`src/logic/rtc_wdog_defs.vh`:
```
// Constants for the countdown watchdog: offsets, fields, resets, divider taps
`ifndef RTC_WDOG_DEFS_VH
`define RTC_WDOG_DEFS_VH

// Register indices; byte address is four times the index
`define IDX_COUNTDOWN_CONTROL 8'h2d
`define IDX_IRQ_STATUS 8'h2e
`define IDX_IRQ_MASK 8'h2f
`define IDX_PIN_CONTROL 8'h30
`define ADDR_WIDTH 10

// Fields of countdown_control
`define FLD_REPEAT 7
`define FLD_COUNT_HI 6
`define FLD_COUNT_LO 2
`define FLD_STEP_HI 1
`define FLD_STEP_LO 0

// Fields of irq_status / irq_mask
`define FLD_EXPIRED 0

// Fields of pin_control
`define FLD_EN_A 0
`define FLD_EN_B 1
`define FLD_PULSE_A 2
`define FLD_PULSE_B 3

// Reset values
`define RST_COUNTDOWN_CONTROL 8'h00
`define RST_IRQ_MASK 1'b0
`define RST_PIN_CONTROL 4'h0

// Step selector codes
`define STEP_0P25HZ 2'b00
`define STEP_1HZ 2'b01
`define STEP_4HZ 2'b10
`define STEP_16HZ 2'b11

// Oscillator tick counter: bit k toggles every 2**k ticks of 32.768 kHz
`define OSC_HZ 32768
`define DIV_WIDTH 18
`define TAP_0P25HZ 17
`define TAP_1HZ 15
`define TAP_4HZ 13
`define TAP_16HZ 11

// AXI response codes
`define RESP_OKAY 2'b00
`define RESP_SLVERR 2'b10

`endif

```
`src/logic/axil_slave.v`:
```
// AXI4-Lite slave front end with one write and one read in flight
`timescale 1ns/10ps
`include "rtc_wdog_defs.vh"

module axil_slave #(
  parameter ADDR_WIDTH = `ADDR_WIDTH
) (
  input wire aclk,
  input wire aresetn,
  input wire [ADDR_WIDTH-1:0] s_axi_awaddr,
  input wire s_axi_awvalid,
  output reg s_axi_awready,
  input wire [31:0] s_axi_wdata,
  input wire [3:0] s_axi_wstrb,
  input wire s_axi_wvalid,
  output reg s_axi_wready,
  output reg [1:0] s_axi_bresp,
  output reg s_axi_bvalid,
  input wire s_axi_bready,
  input wire [ADDR_WIDTH-1:0] s_axi_araddr,
  input wire s_axi_arvalid,
  output reg s_axi_arready,
  output reg [31:0] s_axi_rdata,
  output reg [1:0] s_axi_rresp,
  output reg s_axi_rvalid,
  input wire s_axi_rready,
  output wire wr_en,
  output reg [ADDR_WIDTH-1:0] wr_addr,
  output reg [31:0] wr_data,
  output reg [3:0] wr_strb,
  input wire wr_err,
  output wire [ADDR_WIDTH-1:0] rd_addr,
  input wire [31:0] rd_data,
  input wire rd_err
);

  // Write fires once both halves are held and no response is pending
  assign wr_en = !s_axi_awready && !s_axi_wready && !s_axi_bvalid;
  assign rd_addr = s_axi_araddr;

  // Write channels, taken in either order
  always @(posedge aclk) begin
    if (!aresetn) begin
      s_axi_awready <= 1'b1;
      s_axi_wready <= 1'b1;
      s_axi_bvalid <= 1'b0;
      s_axi_bresp <= `RESP_OKAY;
      wr_addr <= {ADDR_WIDTH{1'b0}};
      wr_data <= 32'h00000000;
      wr_strb <= 4'h0;
    end else begin
      if (s_axi_awvalid && s_axi_awready) begin
        wr_addr <= s_axi_awaddr;
        s_axi_awready <= 1'b0;
      end
      if (s_axi_wvalid && s_axi_wready) begin
        wr_data <= s_axi_wdata;
        wr_strb <= s_axi_wstrb;
        s_axi_wready <= 1'b0;
      end
      if (wr_en) begin
        s_axi_bvalid <= 1'b1;
        s_axi_bresp <= wr_err ? `RESP_SLVERR : `RESP_OKAY;
      end
      if (s_axi_bvalid && s_axi_bready) begin
        s_axi_bvalid <= 1'b0;
        s_axi_awready <= 1'b1;
        s_axi_wready <= 1'b1;
      end
    end
  end

  // Read channel: data captured at the address handshake
  always @(posedge aclk) begin
    if (!aresetn) begin
      s_axi_arready <= 1'b1;
      s_axi_rvalid <= 1'b0;
      s_axi_rdata <= 32'h00000000;
      s_axi_rresp <= `RESP_OKAY;
    end else begin
      if (s_axi_arvalid && s_axi_arready) begin
        s_axi_arready <= 1'b0;
        s_axi_rvalid <= 1'b1;
        s_axi_rdata <= rd_data;
        s_axi_rresp <= rd_err ? `RESP_SLVERR : `RESP_OKAY;
      end
      if (s_axi_rvalid && s_axi_rready) begin
        s_axi_rvalid <= 1'b0;
        s_axi_arready <= 1'b1;
      end
    end
  end

endmodule

```
`src/logic/rtc_countdown_watchdog.v`:
```
// Countdown watchdog with AXI4-Lite registers and two interrupt pins
//
// The AXI4-Lite register port was left to the implementer.
`timescale 1ns/10ps
`include "rtc_wdog_defs.vh"

module rtc_countdown_watchdog #(
  parameter ADDR_WIDTH = `ADDR_WIDTH,
  parameter COUNT_WIDTH = 5
) (
  input wire aclk,
  input wire aresetn,
  input wire osc_tick,
  input wire corr_add,
  input wire corr_skip,
  input wire [ADDR_WIDTH-1:0] s_axi_awaddr,
  input wire [2:0] s_axi_awprot,
  input wire s_axi_awvalid,
  output wire s_axi_awready,
  input wire [31:0] s_axi_wdata,
  input wire [3:0] s_axi_wstrb,
  input wire s_axi_wvalid,
  output wire s_axi_wready,
  output wire [1:0] s_axi_bresp,
  output wire s_axi_bvalid,
  input wire s_axi_bready,
  input wire [ADDR_WIDTH-1:0] s_axi_araddr,
  input wire [2:0] s_axi_arprot,
  input wire s_axi_arvalid,
  output wire s_axi_arready,
  output wire [31:0] s_axi_rdata,
  output wire [1:0] s_axi_rresp,
  output wire s_axi_rvalid,
  input wire s_axi_rready,
  output reg irq,
  output reg irq_out_a,
  output reg irq_out_b
);

  localparam [ADDR_WIDTH-1:0] ADDR_CTRL = {`IDX_COUNTDOWN_CONTROL, 2'b00};
  localparam [ADDR_WIDTH-1:0] ADDR_STATUS = {`IDX_IRQ_STATUS, 2'b00};
  localparam [ADDR_WIDTH-1:0] ADDR_MASK = {`IDX_IRQ_MASK, 2'b00};
  localparam [ADDR_WIDTH-1:0] ADDR_PINS = {`IDX_PIN_CONTROL, 2'b00};
  localparam [7:0] RST_CTRL = `RST_COUNTDOWN_CONTROL;

  wire wr_en;
  wire [ADDR_WIDTH-1:0] wr_addr;
  wire [31:0] wr_data;
  wire [3:0] wr_strb;
  wire [ADDR_WIDTH-1:0] rd_addr;
  reg [31:0] rd_data;
  reg rd_err;
  reg wr_err;
  wire step_pulse;

  reg wdog_repeat_sel;
  reg [1:0] wdog_step_sel;
  reg [COUNT_WIDTH-1:0] wdog_count_value;
  reg [COUNT_WIDTH-1:0] reload_value;
  reg [COUNT_WIDTH-1:0] load_value;
  reg load_pending;
  reg expire;
  reg wdog_expired_flag;
  reg irq_mask;
  reg wdog_irq_en_a;
  reg wdog_irq_en_b;
  reg pulse_mode_a;
  reg pulse_mode_b;

  wire wr_low_lane = wr_en && wr_strb[0];
  wire ctrl_write = wr_low_lane && (wr_addr == ADDR_CTRL);
  wire status_write = wr_low_lane && (wr_addr == ADDR_STATUS);
  wire mask_write = wr_low_lane && (wr_addr == ADDR_MASK);
  wire pins_write = wr_low_lane && (wr_addr == ADDR_PINS);

  // Bus front end
  axil_slave #(
    .ADDR_WIDTH(ADDR_WIDTH)
  ) u_bus (
    .aclk(aclk),
    .aresetn(aresetn),
    .s_axi_awaddr(s_axi_awaddr),
    .s_axi_awvalid(s_axi_awvalid),
    .s_axi_awready(s_axi_awready),
    .s_axi_wdata(s_axi_wdata),
    .s_axi_wstrb(s_axi_wstrb),
    .s_axi_wvalid(s_axi_wvalid),
    .s_axi_wready(s_axi_wready),
    .s_axi_bresp(s_axi_bresp),
    .s_axi_bvalid(s_axi_bvalid),
    .s_axi_bready(s_axi_bready),
    .s_axi_araddr(s_axi_araddr),
    .s_axi_arvalid(s_axi_arvalid),
    .s_axi_arready(s_axi_arready),
    .s_axi_rdata(s_axi_rdata),
    .s_axi_rresp(s_axi_rresp),
    .s_axi_rvalid(s_axi_rvalid),
    .s_axi_rready(s_axi_rready),
    .wr_en(wr_en),
    .wr_addr(wr_addr),
    .wr_data(wr_data),
    .wr_strb(wr_strb),
    .wr_err(wr_err),
    .rd_addr(rd_addr),
    .rd_data(rd_data),
    .rd_err(rd_err)
  );

  // Step-rate generator from the corrected oscillator
  step_divider #(
    .DIV_WIDTH(`DIV_WIDTH)
  ) u_div (
    .aclk(aclk),
    .aresetn(aresetn),
    .osc_tick(osc_tick),
    .corr_add(corr_add),
    .corr_skip(corr_skip),
    .step_sel(wdog_step_sel),
    .step_pulse(step_pulse)
  );

  // Unmapped addresses answer SLVERR and read zero
  always @* begin
    wr_err = !((wr_addr == ADDR_CTRL) || (wr_addr == ADDR_STATUS) ||
               (wr_addr == ADDR_MASK) || (wr_addr == ADDR_PINS));
    rd_err = 1'b0;
    rd_data = 32'h00000000;
    case (rd_addr)
      ADDR_CTRL: begin
        rd_data[`FLD_REPEAT] = wdog_repeat_sel;
        rd_data[`FLD_COUNT_HI:`FLD_COUNT_LO] = wdog_count_value;
        rd_data[`FLD_STEP_HI:`FLD_STEP_LO] = wdog_step_sel;
      end
      ADDR_STATUS: begin
        rd_data[`FLD_EXPIRED] = wdog_expired_flag;
      end
      ADDR_MASK: begin
        rd_data[`FLD_EXPIRED] = irq_mask;
      end
      ADDR_PINS: begin
        rd_data[`FLD_EN_A] = wdog_irq_en_a;
        rd_data[`FLD_EN_B] = wdog_irq_en_b;
        rd_data[`FLD_PULSE_A] = pulse_mode_a;
        rd_data[`FLD_PULSE_B] = pulse_mode_b;
      end
      default: begin
        rd_err = 1'b1;
      end
    endcase
  end

  // Control fields; the count field goes to a load stage, not to storage
  always @(posedge aclk) begin
    if (!aresetn) begin
      wdog_repeat_sel <= RST_CTRL[`FLD_REPEAT];
      wdog_step_sel <= `STEP_0P25HZ;
      load_value <= {COUNT_WIDTH{1'b0}};
      load_pending <= 1'b0;
    end else begin
      load_pending <= ctrl_write;
      if (ctrl_write) begin
        wdog_repeat_sel <= wr_data[`FLD_REPEAT];
        wdog_step_sel <= wr_data[`FLD_STEP_HI:`FLD_STEP_LO];
        load_value <= wr_data[`FLD_COUNT_HI:`FLD_COUNT_LO];
      end
    end
  end

  // Countdown: a load wins over a step; the divider runs free so the first
  // period after a load may be short by up to one step
  always @(posedge aclk) begin
    if (!aresetn) begin
      wdog_count_value <= {COUNT_WIDTH{1'b0}};
      reload_value <= {COUNT_WIDTH{1'b0}};
      expire <= 1'b0;
    end else begin
      expire <= 1'b0;
      if (load_pending) begin
        wdog_count_value <= load_value;
        reload_value <= load_value;
      end else if (step_pulse && (wdog_count_value != {COUNT_WIDTH{1'b0}})) begin
        if (wdog_count_value == {{(COUNT_WIDTH-1){1'b0}}, 1'b1}) begin
          expire <= 1'b1;
          if (wdog_repeat_sel) begin
            wdog_count_value <= reload_value;
          end else begin
            wdog_count_value <= {COUNT_WIDTH{1'b0}};
          end
        end else begin
          wdog_count_value <= wdog_count_value - {{(COUNT_WIDTH-1){1'b0}}, 1'b1};
        end
      end
    end
  end

  // Sticky flag: write one to clear, a same-cycle expiry wins
  always @(posedge aclk) begin
    if (!aresetn) begin
      wdog_expired_flag <= 1'b0;
    end else if (expire) begin
      wdog_expired_flag <= 1'b1;
    end else if (status_write && wr_data[`FLD_EXPIRED]) begin
      wdog_expired_flag <= 1'b0;
    end
  end

  // Mask and pin control registers
  always @(posedge aclk) begin
    if (!aresetn) begin
      irq_mask <= `RST_IRQ_MASK;
      {pulse_mode_b, pulse_mode_a, wdog_irq_en_b, wdog_irq_en_a} <= `RST_PIN_CONTROL;
    end else begin
      if (mask_write) begin
        irq_mask <= wr_data[`FLD_EXPIRED];
      end
      if (pins_write) begin
        wdog_irq_en_a <= wr_data[`FLD_EN_A];
        wdog_irq_en_b <= wr_data[`FLD_EN_B];
        pulse_mode_a <= wr_data[`FLD_PULSE_A];
        pulse_mode_b <= wr_data[`FLD_PULSE_B];
      end
    end
  end

  // Per-pin drive: pulse on every expiry, flag or not, else follow the flag
  wire [1:0] pin_en = {wdog_irq_en_b, wdog_irq_en_a};
  wire [1:0] pin_pulse = {pulse_mode_b, pulse_mode_a};
  wire [1:0] next_pin;
  genvar pin;
  generate
    for (pin = 0; pin < 2; pin = pin + 1) begin : g_pin
      assign next_pin[pin] = pin_en[pin] && (pin_pulse[pin] ? expire : wdog_expired_flag);
    end
  endgenerate

  // Interrupt outputs, all registered
  always @(posedge aclk) begin
    if (!aresetn) begin
      irq <= 1'b0;
      irq_out_a <= 1'b0;
      irq_out_b <= 1'b0;
    end else begin
      irq <= wdog_expired_flag && irq_mask;
      irq_out_a <= next_pin[0];
      irq_out_b <= next_pin[1];
    end
  end

endmodule

```
`src/logic/step_divider.v`:
```
// Step-rate divider from corrected oscillator ticks
`timescale 1ns/10ps
`include "rtc_wdog_defs.vh"

module step_divider #(
  parameter DIV_WIDTH = `DIV_WIDTH
) (
  input wire aclk,
  input wire aresetn,
  input wire osc_tick,
  input wire corr_add,
  input wire corr_skip,
  input wire [1:0] step_sel,
  output reg step_pulse
);

  reg [DIV_WIDTH-1:0] tick_count;
  reg [DIV_WIDTH-1:0] next_tick_count;
  reg [1:0] inc;
  reg tap_now;
  reg tap_next;

  // Net ticks after correction: add inserts, skip removes one tick
  always @* begin
    inc = {1'b0, osc_tick} + {1'b0, corr_add} - {1'b0, corr_skip};
    if (corr_skip && !osc_tick && !corr_add) begin
      inc = 2'b00;
    end
    next_tick_count = tick_count + {{(DIV_WIDTH-2){1'b0}}, inc};
    case (step_sel)
      `STEP_0P25HZ: begin
        tap_now = tick_count[`TAP_0P25HZ];
        tap_next = next_tick_count[`TAP_0P25HZ];
      end
      `STEP_1HZ: begin
        tap_now = tick_count[`TAP_1HZ];
        tap_next = next_tick_count[`TAP_1HZ];
      end
      `STEP_4HZ: begin
        tap_now = tick_count[`TAP_4HZ];
        tap_next = next_tick_count[`TAP_4HZ];
      end
      default: begin
        tap_now = tick_count[`TAP_16HZ];
        tap_next = next_tick_count[`TAP_16HZ];
      end
    endcase
  end

  // Free-running divider; a toggle of the selected tap is one step
  always @(posedge aclk) begin
    if (!aresetn) begin
      tick_count <= {DIV_WIDTH{1'b0}};
      step_pulse <= 1'b0;
    end else begin
      tick_count <= next_tick_count;
      step_pulse <= (tap_now != tap_next);
    end
  end

endmodule
```
`config.mk`:
```
export PLATFORM = sky130hd
export DESIGN_NAME = rtc_countdown_watchdog
export DESIGN_NICKNAME = d
export VERILOG_FILES = /design/src/logic/axil_slave.v /design/src/logic/rtc_countdown_watchdog.v /design/src/logic/step_divider.v
export VERILOG_INCLUDE_DIRS = /design/src /design/src/logic
export SDC_FILE = /design/constraint.sdc
export NUM_CORES = 1
export LEC_CHECK = 0
export CAP_MARGIN = 20
export CORE_MARGIN = 4
export CORE_UTILIZATION = 50
export DETAILED_ROUTE_END_ITERATION = 16
export DONT_BUFFER_PORTS = 1
export PLACE_DENSITY = 0.73
export SETUP_SLACK_MARGIN = 0.02
export SLEW_MARGIN = 20
export SYNTH_ARGS = -nofsm -noshare
export SYNTH_HDL_FRONTEND = slang
export SYNTH_SLANG_ARGS = --single-unit
```
`constraint.sdc`:
```
create_clock -name aclk -period 7.45 [get_ports aclk]
set_input_delay 1.49 -clock aclk [delete_from_list [all_inputs] [get_ports aclk]]
set_output_delay 1.49 -clock aclk [all_outputs]
set_load 0.1 [all_outputs]
```
Yosys cells after proc, flatten, opt, wreduce, memory -nomap -nowiden
Cells that the tools add are included.

word-level totals
  register bits = 84
  input bits = 72
  output and inout bits = 44
  word-level logic and storage cells = 99

operators by class
  $add $sub $neg = 4
  eq/ne operators = 12
  mux-type cells = 17
  bitwise logic cells = 2
  reduce and logical (&&, ||, !) cells = 35

operators with widths
  cell                                                                 count
  10-bit by 8-bit == test with 1-bit output (second input constant)    8
  5-bit 2-to-1 mux                                                     4
  1-bit logical AND                                                    19
  18-bit by 2-bit adder with 18-bit output                             1
  2-bit 2-to-1 mux                                                     3
  1-bit one-hot mux with 3 select lines                                2
  3-bit one-hot mux with 2 select lines                                1
  5-bit by 1-bit == test with 1-bit output (second input constant)     1
  1-bit zero test                                                      5
  1-bit 2-to-1 mux                                                     5
  5-bit nonzero test                                                   1
  5-bit by 1-bit subtractor with 5-bit output (second input constant)  1
  4-bit 2-to-1 mux                                                     1
  1-bit one-hot mux with 4 select lines                                1
  2-bit nonzero test                                                   2
  2-bit OR reduction                                                   2
  4-bit OR reduction                                                   1
  1-bit logical OR                                                     3
  3-bit OR reduction                                                   1
  1-bit by 1-bit adder with 2-bit output                               1
  2-bit by 1-bit == test with 1-bit output (second input constant)     1
  2-bit == test (second input constant)                                1
  2-bit zero test                                                      1
  1-bit inverter                                                       2
  2 further kinds                                                      2

Longest topological paths before layout
Gate-level depths: netlist of the first run.

  word-level depth = 8
  gate-level depth with buffers = 15
  mapped depth without buffers = 14

Modules after synthesis
From an unflattened synthesis of the first run, not the netlist that was laid out.

second synthesis, totals
  cell total of the unflattened synthesis = 661
  area, all modules = 6,289.8 sq um

by module, submodules not included
  module                  instances  cells each  area an instance (sq um)  seq. area each (sq um)
  axil_slave              1          395         3,867.5                   1,701.6
  rtc_countdown_watchdog  1          161         1,456.4                   580.6
  step_divider            1          105         965.9                     380.4

Worst setup path before layout of the first run
Ideal clock, no wire load.

  path type = input to register
  from = input corr_add
  to = register u_div.step_pulse
  setup time = 0.131 ns
  arrival = 3.805 ns
  required time = 7.319 ns
  setup slack = 3.514 ns
  stages = 15
  path through = inv_1 ha_1 inv_1 ha_1 xor2_1 nand2b_1 inv_1 ha_1 a21oi_1 or3_1 buf_2 nor4_2 nor4_2 o311ai_1 o41ai_1

between the ends
  longest elaborated chain between the ends = 6
  elaborated cells on any way between the ends = 8
  those cells by class = 3 x add/sub; 1 x eq/ne; 2 x mux; 2 x reduce/logical

ends and longest elaborated chain
  element                                                                                  RTL line                              RTL
  start, declared                                                                          rtc_countdown_watchdog.v:14           input wire corr_add,
  1-bit by 1-bit adder with 2-bit output / 1-bit zero test (equally long branches)         step_divider.v:25, step_divider.v:26
  2-bit by 1-bit subtractor with 2-bit output / 1-bit logical AND (equally long branches)  step_divider.v:25, step_divider.v:26
  2-bit 2-to-1 mux *                                                                       step_divider.v:26                     if (corr_skip && !osc_tick && !corr_add) begin
  18-bit by 2-bit adder with 18-bit output *                                               step_divider.v:29                     next_tick_count = tick_count + {{(DIV_WIDTH-2){1'b0}}, inc};
  1-bit one-hot mux with 3 select lines *                                                  step_divider.v:30                     case (step_sel)
  1-bit != test *                                                                          step_divider.v:57                     step_pulse <= (tap_now != tap_next);
  end signal, assigned                                                                     step_divider.v:57
  end, declared                                                                            step_divider.v:14                     output reg step_pulse

Every way passes the cells marked *; elsewhere a longest branch is shown, timed or not.
A chain may end at the register's enable or synchronous reset.

Worst setup path in the final report of the first run
Ends and elaborated chain as after synthesis.

==> results of run 1 <==
## synthesized netlist by cell type, drive strengths merged, types with 2 or more instances
cell,n
nor2,11
nor3b,5
nand4,7
and2,19
o31ai,2
a22o,2
nor2b,27
clkbuf,14
a21oi,7
nand2b,5
o21a,3
nand2,55
nor4,5
nor3,7
inv,11
nand3,23
a221oi,3
buf,31
xor2,3
o21ai,10
mux2i,21
xnor2,13
a21boi,29
and3,4
and4b,3
dfxtp,82
nand3b,3
a21o,2
and4,2
ha,6
## worst reg2reg max path, stage by stage, from the launching register on
cell and delay (ns):
sky130_fd_sc_hd__dfxtp_1 0.67, sky130_fd_sc_hd__nor3_1 0.53, sky130_fd_sc_hd__nand2_1 0.17, sky130_fd_sc_hd__nor3_2 0.26, sky130_fd_sc_hd__nand3b_1 0.45, sky130_fd_sc_hd__mux2i_1 0.31, sky130_fd_sc_hd__nor2b_1 0.08
## metal layers
layer  GRT usage  part of all wire  vias up  wire (um)
met5           0                 0        -          0
met4      0.0607             0.016        0        114
met2       0.234              0.42       86       2980
met3      0.0635             0.092       14        650
li1            -                 -     1416          -
met1       0.202              0.47     1260       3330
## worst max path at each step
stage                        to  slack, ns  depth (start not counted)  startpoint
2_1_floorplan  u_div.step_pulse       3.51                         15    corr_add
3_3_place_gp   u_div.step_pulse       3.37                         14    corr_add
3_5_place_dp   u_div.step_pulse       3.27                         14    corr_add
4_1_cts        u_div.step_pulse       3.64                         14    corr_add
5_1_grt        u_div.step_pulse       3.44                         14    corr_add
6_report       u_div.step_pulse       3.65                         14    corr_add
## kinds of logic after synthesis
group | share of synthesized area
AND/OR/NAND/NOR | 0.259
flip-flops | 0.419
XOR/XNOR | 0.0358
buffers and inverters | 0.0812
other | 0.000958
AO/OA/AOI/OAI | 0.117
adder cells (fa/ha/maj) | 0.0243
multiplexers | 0.0623
## layout make-up
cell class                 count  area (um^2)  share of cell area
sequential                    82         1640               0.403
timing repair buffer           1         7.51             0.00184
inverter                      12         45.0              0.0111
clock inverter                 4         50.0              0.0123
tap                           99          124              0.0304
multi-input combinational    319         2050               0.503
clock buffer                  12          155              0.0381
## power groups by stage
stage          clock (mW)  combinational [mW]  sequential [mW]
3_5_place_dp            0               0.107            0.498
2_1_floorplan           0               0.113            0.497
6_report            0.327               0.107            0.488
4_1_cts             0.335               0.108            0.488
3_3_place_gp            0               0.105            0.497
5_1_grt             0.353               0.116            0.490
## state kept, by name (all words and copies together) (netlist names), 2 cells and up
| signal | cells |
|---|---|
| reload_value | 5 |
| load_value | 5 |
| wdog_step_sel | 2 |
| u_div.tick_count | 18 |
| u_bus.wr_data | 8 |
| u_bus.s_axi_rdata | 8 |
| wdog_count_value | 5 |
| u_bus.wr_addr | 10 |
==> results.toml, run 1 <==
[status]
status = "complete, no violations"

[die]
die-height_um = 96.5
num_rows = 31
ios = 116
chipWidth_um = 96.5
design.die.area_mm2 = 0.00931
floorplan.initialDensity = 0.526
core-area_mm2 = 0.00745

[power_and_ir_drop]
power_leakage_nw = 1.52
power.net_switching_uw = 274
sw_frac_of_total = 0.297
totalPowerFinal_uw = 921
combPwrFrac = 0.116
seq_power_share = 0.529
clock_power_share = 0.354
power.density_mw_per_mm2 = 226
power.internal_uw = 648
vdd_ir_drop_max_mv = 0.105

[synthesis]
synth_warnings = 0
ys_async_sr_fraction = 0
synth_top_area_share = 0.419
synth_top_flop_cell = "sky130_fd_sc_hd__dfxtp_1"
netlist_area_mm2 = 0.00391
syn_area_per_cell_um2 = 9.04
synth.largest_area_cell = "sky130_fd_sc_hd__dfxtp_1"
synth_cell_types = 55
synth_area_leaders = "sky130_fd_sc_hd__dfxtp_1 (42%), sky130_fd_sc_hd__mux2i_1 (5.4%), sky130_fd_sc_hd__nand2_1 (5.3%)"
yosysSeqAreaShare = 0.419
ys_ff_latch = 82
synthCells = 433
number_of_synthesized_flops_with_an_enable_pin = 0

[clocking]
cts_tree = "built"
cts_made_buffers = 9
cts_num_sinks = 82
max-clock-path-buffers = 2
cts-root-buf = "sky130_fd_sc_hd__clkbuf_8"
htree_levels = 3
worst_skew_pair.late_latency_ns = 0.35
clkTransAtPathRegs_ns = 0.08
cts_post_setup_buffers_inserted = 0
cts_hold_repair.buffers = 0
ctsResizeCount = 0

[sta]
relSlewSlack = 0.303
timing.hold.ws_ns = 0.448
finalCriticalPeriod_ns = 3.80
setup_viol_count_final = 0
setup_ws_ns = 3.65
fin_worst_skew_ns = 0.00724
hold_viol = 0
worst_slew_pin_slew_ns = 1.04
timing.setup.tns_ns = 0
timing_max_transition_violations_final = 0
rsz0062_at_grt = "no"
finalCritPeriodShare = 0.510
achievable-frequency_ghz = 0.263

[detailed_routing]
drc_errors = 0
totalWireLength_mm = 7.08
via_per_inst = 5.25
routed-via-count = 2776
drt-initial-drc-count = 88
first_pass_iters = 4
route.antenna.remaining_nets = 0
wire_per_inst_um = 13.4

[final_layout]
antennaDiodeCount = 0
mostFrequentLayoutCell = "sky130_fd_sc_hd__dfxtp_1"
finish.instance_area_mm2 = 0.00407
growth_of_design_area_from_synthesis_to_finish_pct = 4.03
ratio_of_cells_with_drive_above_1_in_the_final_layout = 0.0581
fillerInstances = 701
post_layout_nets = 504
finish.cell_count_without_fillers = 529
final_cell_mix = "sky130_fd_sc_hd__dfxtp_1 (82), sky130_fd_sc_hd__nand2_1 (55), sky130_fd_sc_hd__nor2b_1 (27), sky130_fd_sc_hd__conb_1 (26), sky130_fd_sc_hd__nand3_1 (23)"
layout.core_utilization = 0.547

[worst_setup_path]
cpLargestDelayFamily = "simple AND/OR/NAND/NOR gates"
worst-r2r-setup-slack_ns = 4.87
worst-endpoint-required_ns = 7.68
crit_path_start_kind = "input pin"
timing.critical_path.slowest_stage_cell = "sky130_fd_sc_hd__or3_1"
cp_max_fo = 5
cp_slowest_stage_delay_ns = 0.49
worstSetupPathType = "in -> reg"
crit_chain = "inv_1 > ha_1 > inv_1 > ha_1 > xor2_1 > nand2b_1 > inv_1 > ha_1 > a21oi_1 > or3_1 > nor4_2 > nor4_2 > o311ai_1 > o41ai_1"
setup.worst_path.end_class = "register"
path_depth_of_the_worst_reg2reg_path = 6
rr_endpoint = "load_value[3]"
worst_r2r_startpoint = "u_bus.s_axi_awready"
cp_num_buf_inv = 3
worstPathArrival_ns = 4.03

[min_path]
timing.hold.worst_path_depth = 2
path_class_of_the_lowest_slack_min_delay_path = "reg -> reg"
timing.hold.worst.start = "u_bus.wr_addr[9]"
hold_end = "u_bus.wr_addr[9]"

[global_route]
grtUsageTotal = 0.157
largest_net_degree_at_the_start_of_global_routing = 83
vias_in_the_first_global_route = 2557
global_route.overflow_total = 0
grt_pass1_wl_mm = 11.3
antenna_found_initial = 0

[placed_design]
placed_cells_incl_taps = 513
post-dp-hpwl_mm = 5.05
finalWeightedCongestion = 0.759
pre_cts_ws_ns = 3.27
numPortBuffers = 0
placedInstanceArea_mm2 = 0.00387

[run]
max_cap_viol_count = 0
No activity file was read; power rests on OpenSTA's default activity.
==> run 2: changes to the inputs <==
==> constraint.sdc (replaced) <==
create_clock -name aclk -period 3.9 [get_ports aclk]
set_input_delay 0.78 -clock aclk [delete_from_list [all_inputs] [get_ports aclk]]
set_output_delay 0.78 -clock aclk [all_outputs]
set_load 0.1 [all_outputs]
==> run 2 against run 1 <==
  * Clock-buffer cell count stayed put
  * Highest routed layer unchanged
  * Sequential power grew 90%
  * Non-clock buffer count did not move
  * Die area is the same
  * Final area is 0.49% lower
  * Sequential share of layout area up 0.20 points
  * Largest cell class unchanged
==> results.toml, run 2 (same netlist as run 1, synthesis figures left out) <==
[status]
status = "complete, no violations"

[worst_setup_path]
setup.worst_path.end_class = "register"
worst_r2r_startpoint = "u_bus.s_axi_awready"
rr_endpoint = "wdog_step_sel[1]"
worst-endpoint-required_ns = 4.12
crit_start = "corr_add"
worstPathArrival_ns = 3.28
crit_chain = "inv_1 > ha_1 > inv_1 > ha_1 > xor2_1 > nand2b_1 > inv_1 > ha_1 > a21oi_1 > or3_1 > nor4_2 > nor4_2 > o311ai_1 > o41ai_1"
worstSetupEndpoint = "u_div.step_pulse"
path_depth_of_the_worst_reg2reg_path = 6
worst-r2r-setup-slack_ns = 1.31
worstSetupPathType = "in -> reg"
cp_slowest_stage_delay_ns = 0.48
cp_max_fo = 5
timing.critical_path.slowest_stage_cell = "sky130_fd_sc_hd__or3_1"
crit_path_start_kind = "input pin"

[final_layout]
registers.top_by_ff_count = "u_div.tick_count"
mostFrequentLayoutCell = "sky130_fd_sc_hd__dfxtp_1"
post_layout_nets = 504
fillerInstances = 694
multi_input_area_mm2 = 0.00205
largest_registers = "u_div.tick_count (18), u_bus.wr_addr (10)"
register_area_mm2 = 0.00164
ratio_of_cells_with_drive_above_1_in_the_final_layout = 0.0536
final_cell_mix = "sky130_fd_sc_hd__dfxtp_1 (82), sky130_fd_sc_hd__nand2_1 (55), sky130_fd_sc_hd__nor2b_1 (27), sky130_fd_sc_hd__conb_1 (26), sky130_fd_sc_hd__nand3_1 (23)"
antennaDiodeCount = 0
layout.core_utilization = 0.544
growth_of_design_area_from_synthesis_to_finish_pct = 3.52
largest_reg_flops = 18

[global_route]
groute.layer.met2.usage = 0.239
grtUsageTotal = 0.159
largest_net_degree_at_the_start_of_global_routing = 83
grt_pass1_wl_mm = 11.5
vias_in_the_first_global_route = 2521
gr-usage-met1 = 0.208
antenna_found_initial = 0
grt_use_met3 = 0.0689
global_route.overflow_total = 0
top_usage_layer = "met2"

[die]
ios = 116
chipWidth_um = 96.5
design.die.area_mm2 = 0.00931
num_rows = 31
floorplan.initialDensity = 0.526
core-area_mm2 = 0.00745
die-height_um = 96.5

[placed_design]
finalWeightedCongestion = 0.759
post-dp-hpwl_mm = 5.07
numPortBuffers = 0

[clocking]
cts-root-buf = "sky130_fd_sc_hd__clkbuf_8"
cts_hold_repair.buffers = 0
worst_skew_pair.late_latency_ns = 0.35
max-clock-path-buffers = 2
htree_levels = 3
cts_made_buffers = 9
cts_num_sinks = 82
cts_post_setup_buffers_inserted = 0
clkTransAtPathRegs_ns = 0.07
ctsResizeCount = 0
cts_tree = "built"

[power_and_ir_drop]
power_leakage_nw = 1.51
vdd_ir_drop_max_mv = 0.264
power.density_mw_per_mm2 = 425
totalPowerFinal_mw = 1.72

[sta]
finalCritPeriodShare = 0.785
relSlewSlack = 0.298
rsz0062_at_grt = "no"
worst_slew_pin_slew_ns = 1.05
finalCriticalPeriod_ns = 3.06
achievable-frequency_ghz = 0.327
timing.setup.tns_ns = 0
setup_viol_count_final = 0
hold_viol = 0
timing_max_transition_violations_final = 0
timing.hold.ws_ns = 0.453
fin_worst_skew_ns = 0.00983

[detailed_routing]
wire_per_inst_um = 13.5
drt-initial-drc-count = 96
totalWireLength_mm = 7.11
route.antenna.remaining_nets = 0
via_per_inst = 5.21
drc_errors = 0
first_pass_iters = 4
routed-via-count = 2752

[min_path]
path_class_of_the_lowest_slack_min_delay_path = "reg -> reg"

[run]
max_cap_viol_count = 0
run 2: final cells by class:
class	instances	share of cell area
Sequential cell	82	0.405
Multi-Input combinational cell	319	0.506
Inverter	12	0.0111
Tap cell	99	0.0306
Timing Repair Buffer	1	0.00185
Clock buffer	12	0.0358
Clock inverter	3	0.00988
run 2: through the flow:
stage	worst slack, ns	std cells	area [um^2]
6_report	0.838	528	4050
5_1_grt	0.673	528	4050
4_1_cts	0.820	528	4050
3_5_place_dp	0.466	513	3870
3_3_place_gp	0.531	513	3870
2_1_floorplan	0.674	458	4010
run 2: where the power goes:
part	leakage [nW]	switching (mW)	total, mW	internal [mW]
clock	0.0962	0.277	0.586	0.308
combinational	0.752	0.162	0.208	0.0454
sequential	0.666	0.0665	0.929	0.863
total	1.51	0.506	1.72	1.22
run 2: how the worst min path moves through the flow:
stage / startpoint / end / slack, ns / depth (start not counted)
2_1_floorplan: wdog_irq_en_b / irq_out_b / 0.43 / 2
3_3_place_gp: u_bus.wr_addr[9] / u_bus.wr_addr[9] / 0.44 / 2
3_5_place_dp: u_bus.wr_addr[8] / u_bus.wr_addr[8] / 0.44 / 2
4_1_cts: u_bus.wr_addr[8] / u_bus.wr_addr[8] / 0.45 / 2
5_1_grt: u_bus.wr_addr[1] / u_bus.wr_addr[1] / 0.48 / 2
6_report: u_bus.wr_addr[8] / u_bus.wr_addr[8] / 0.45 / 2
run 2: critical path: cells and delay by family:
| family | cells | cell delay [ns] |
|---|---|---|
| buffers and inverters | 3 | 0.11 |
| adder cells (fa/ha/maj) | 3 | 0.73 |
| AND/OR/NAND/NOR | 4 | 1.00 |
| AO/OA/AOI/OAI | 3 | 0.51 |
| XOR/XNOR | 1 | 0.15 |
run 2: metal layers:
layer	part of all wire	vias to the layer above
met5	0	-
met4	0.011	0
met3	0.089	6
met2	0.43	84
met1	0.47	1247
li1	-	1415
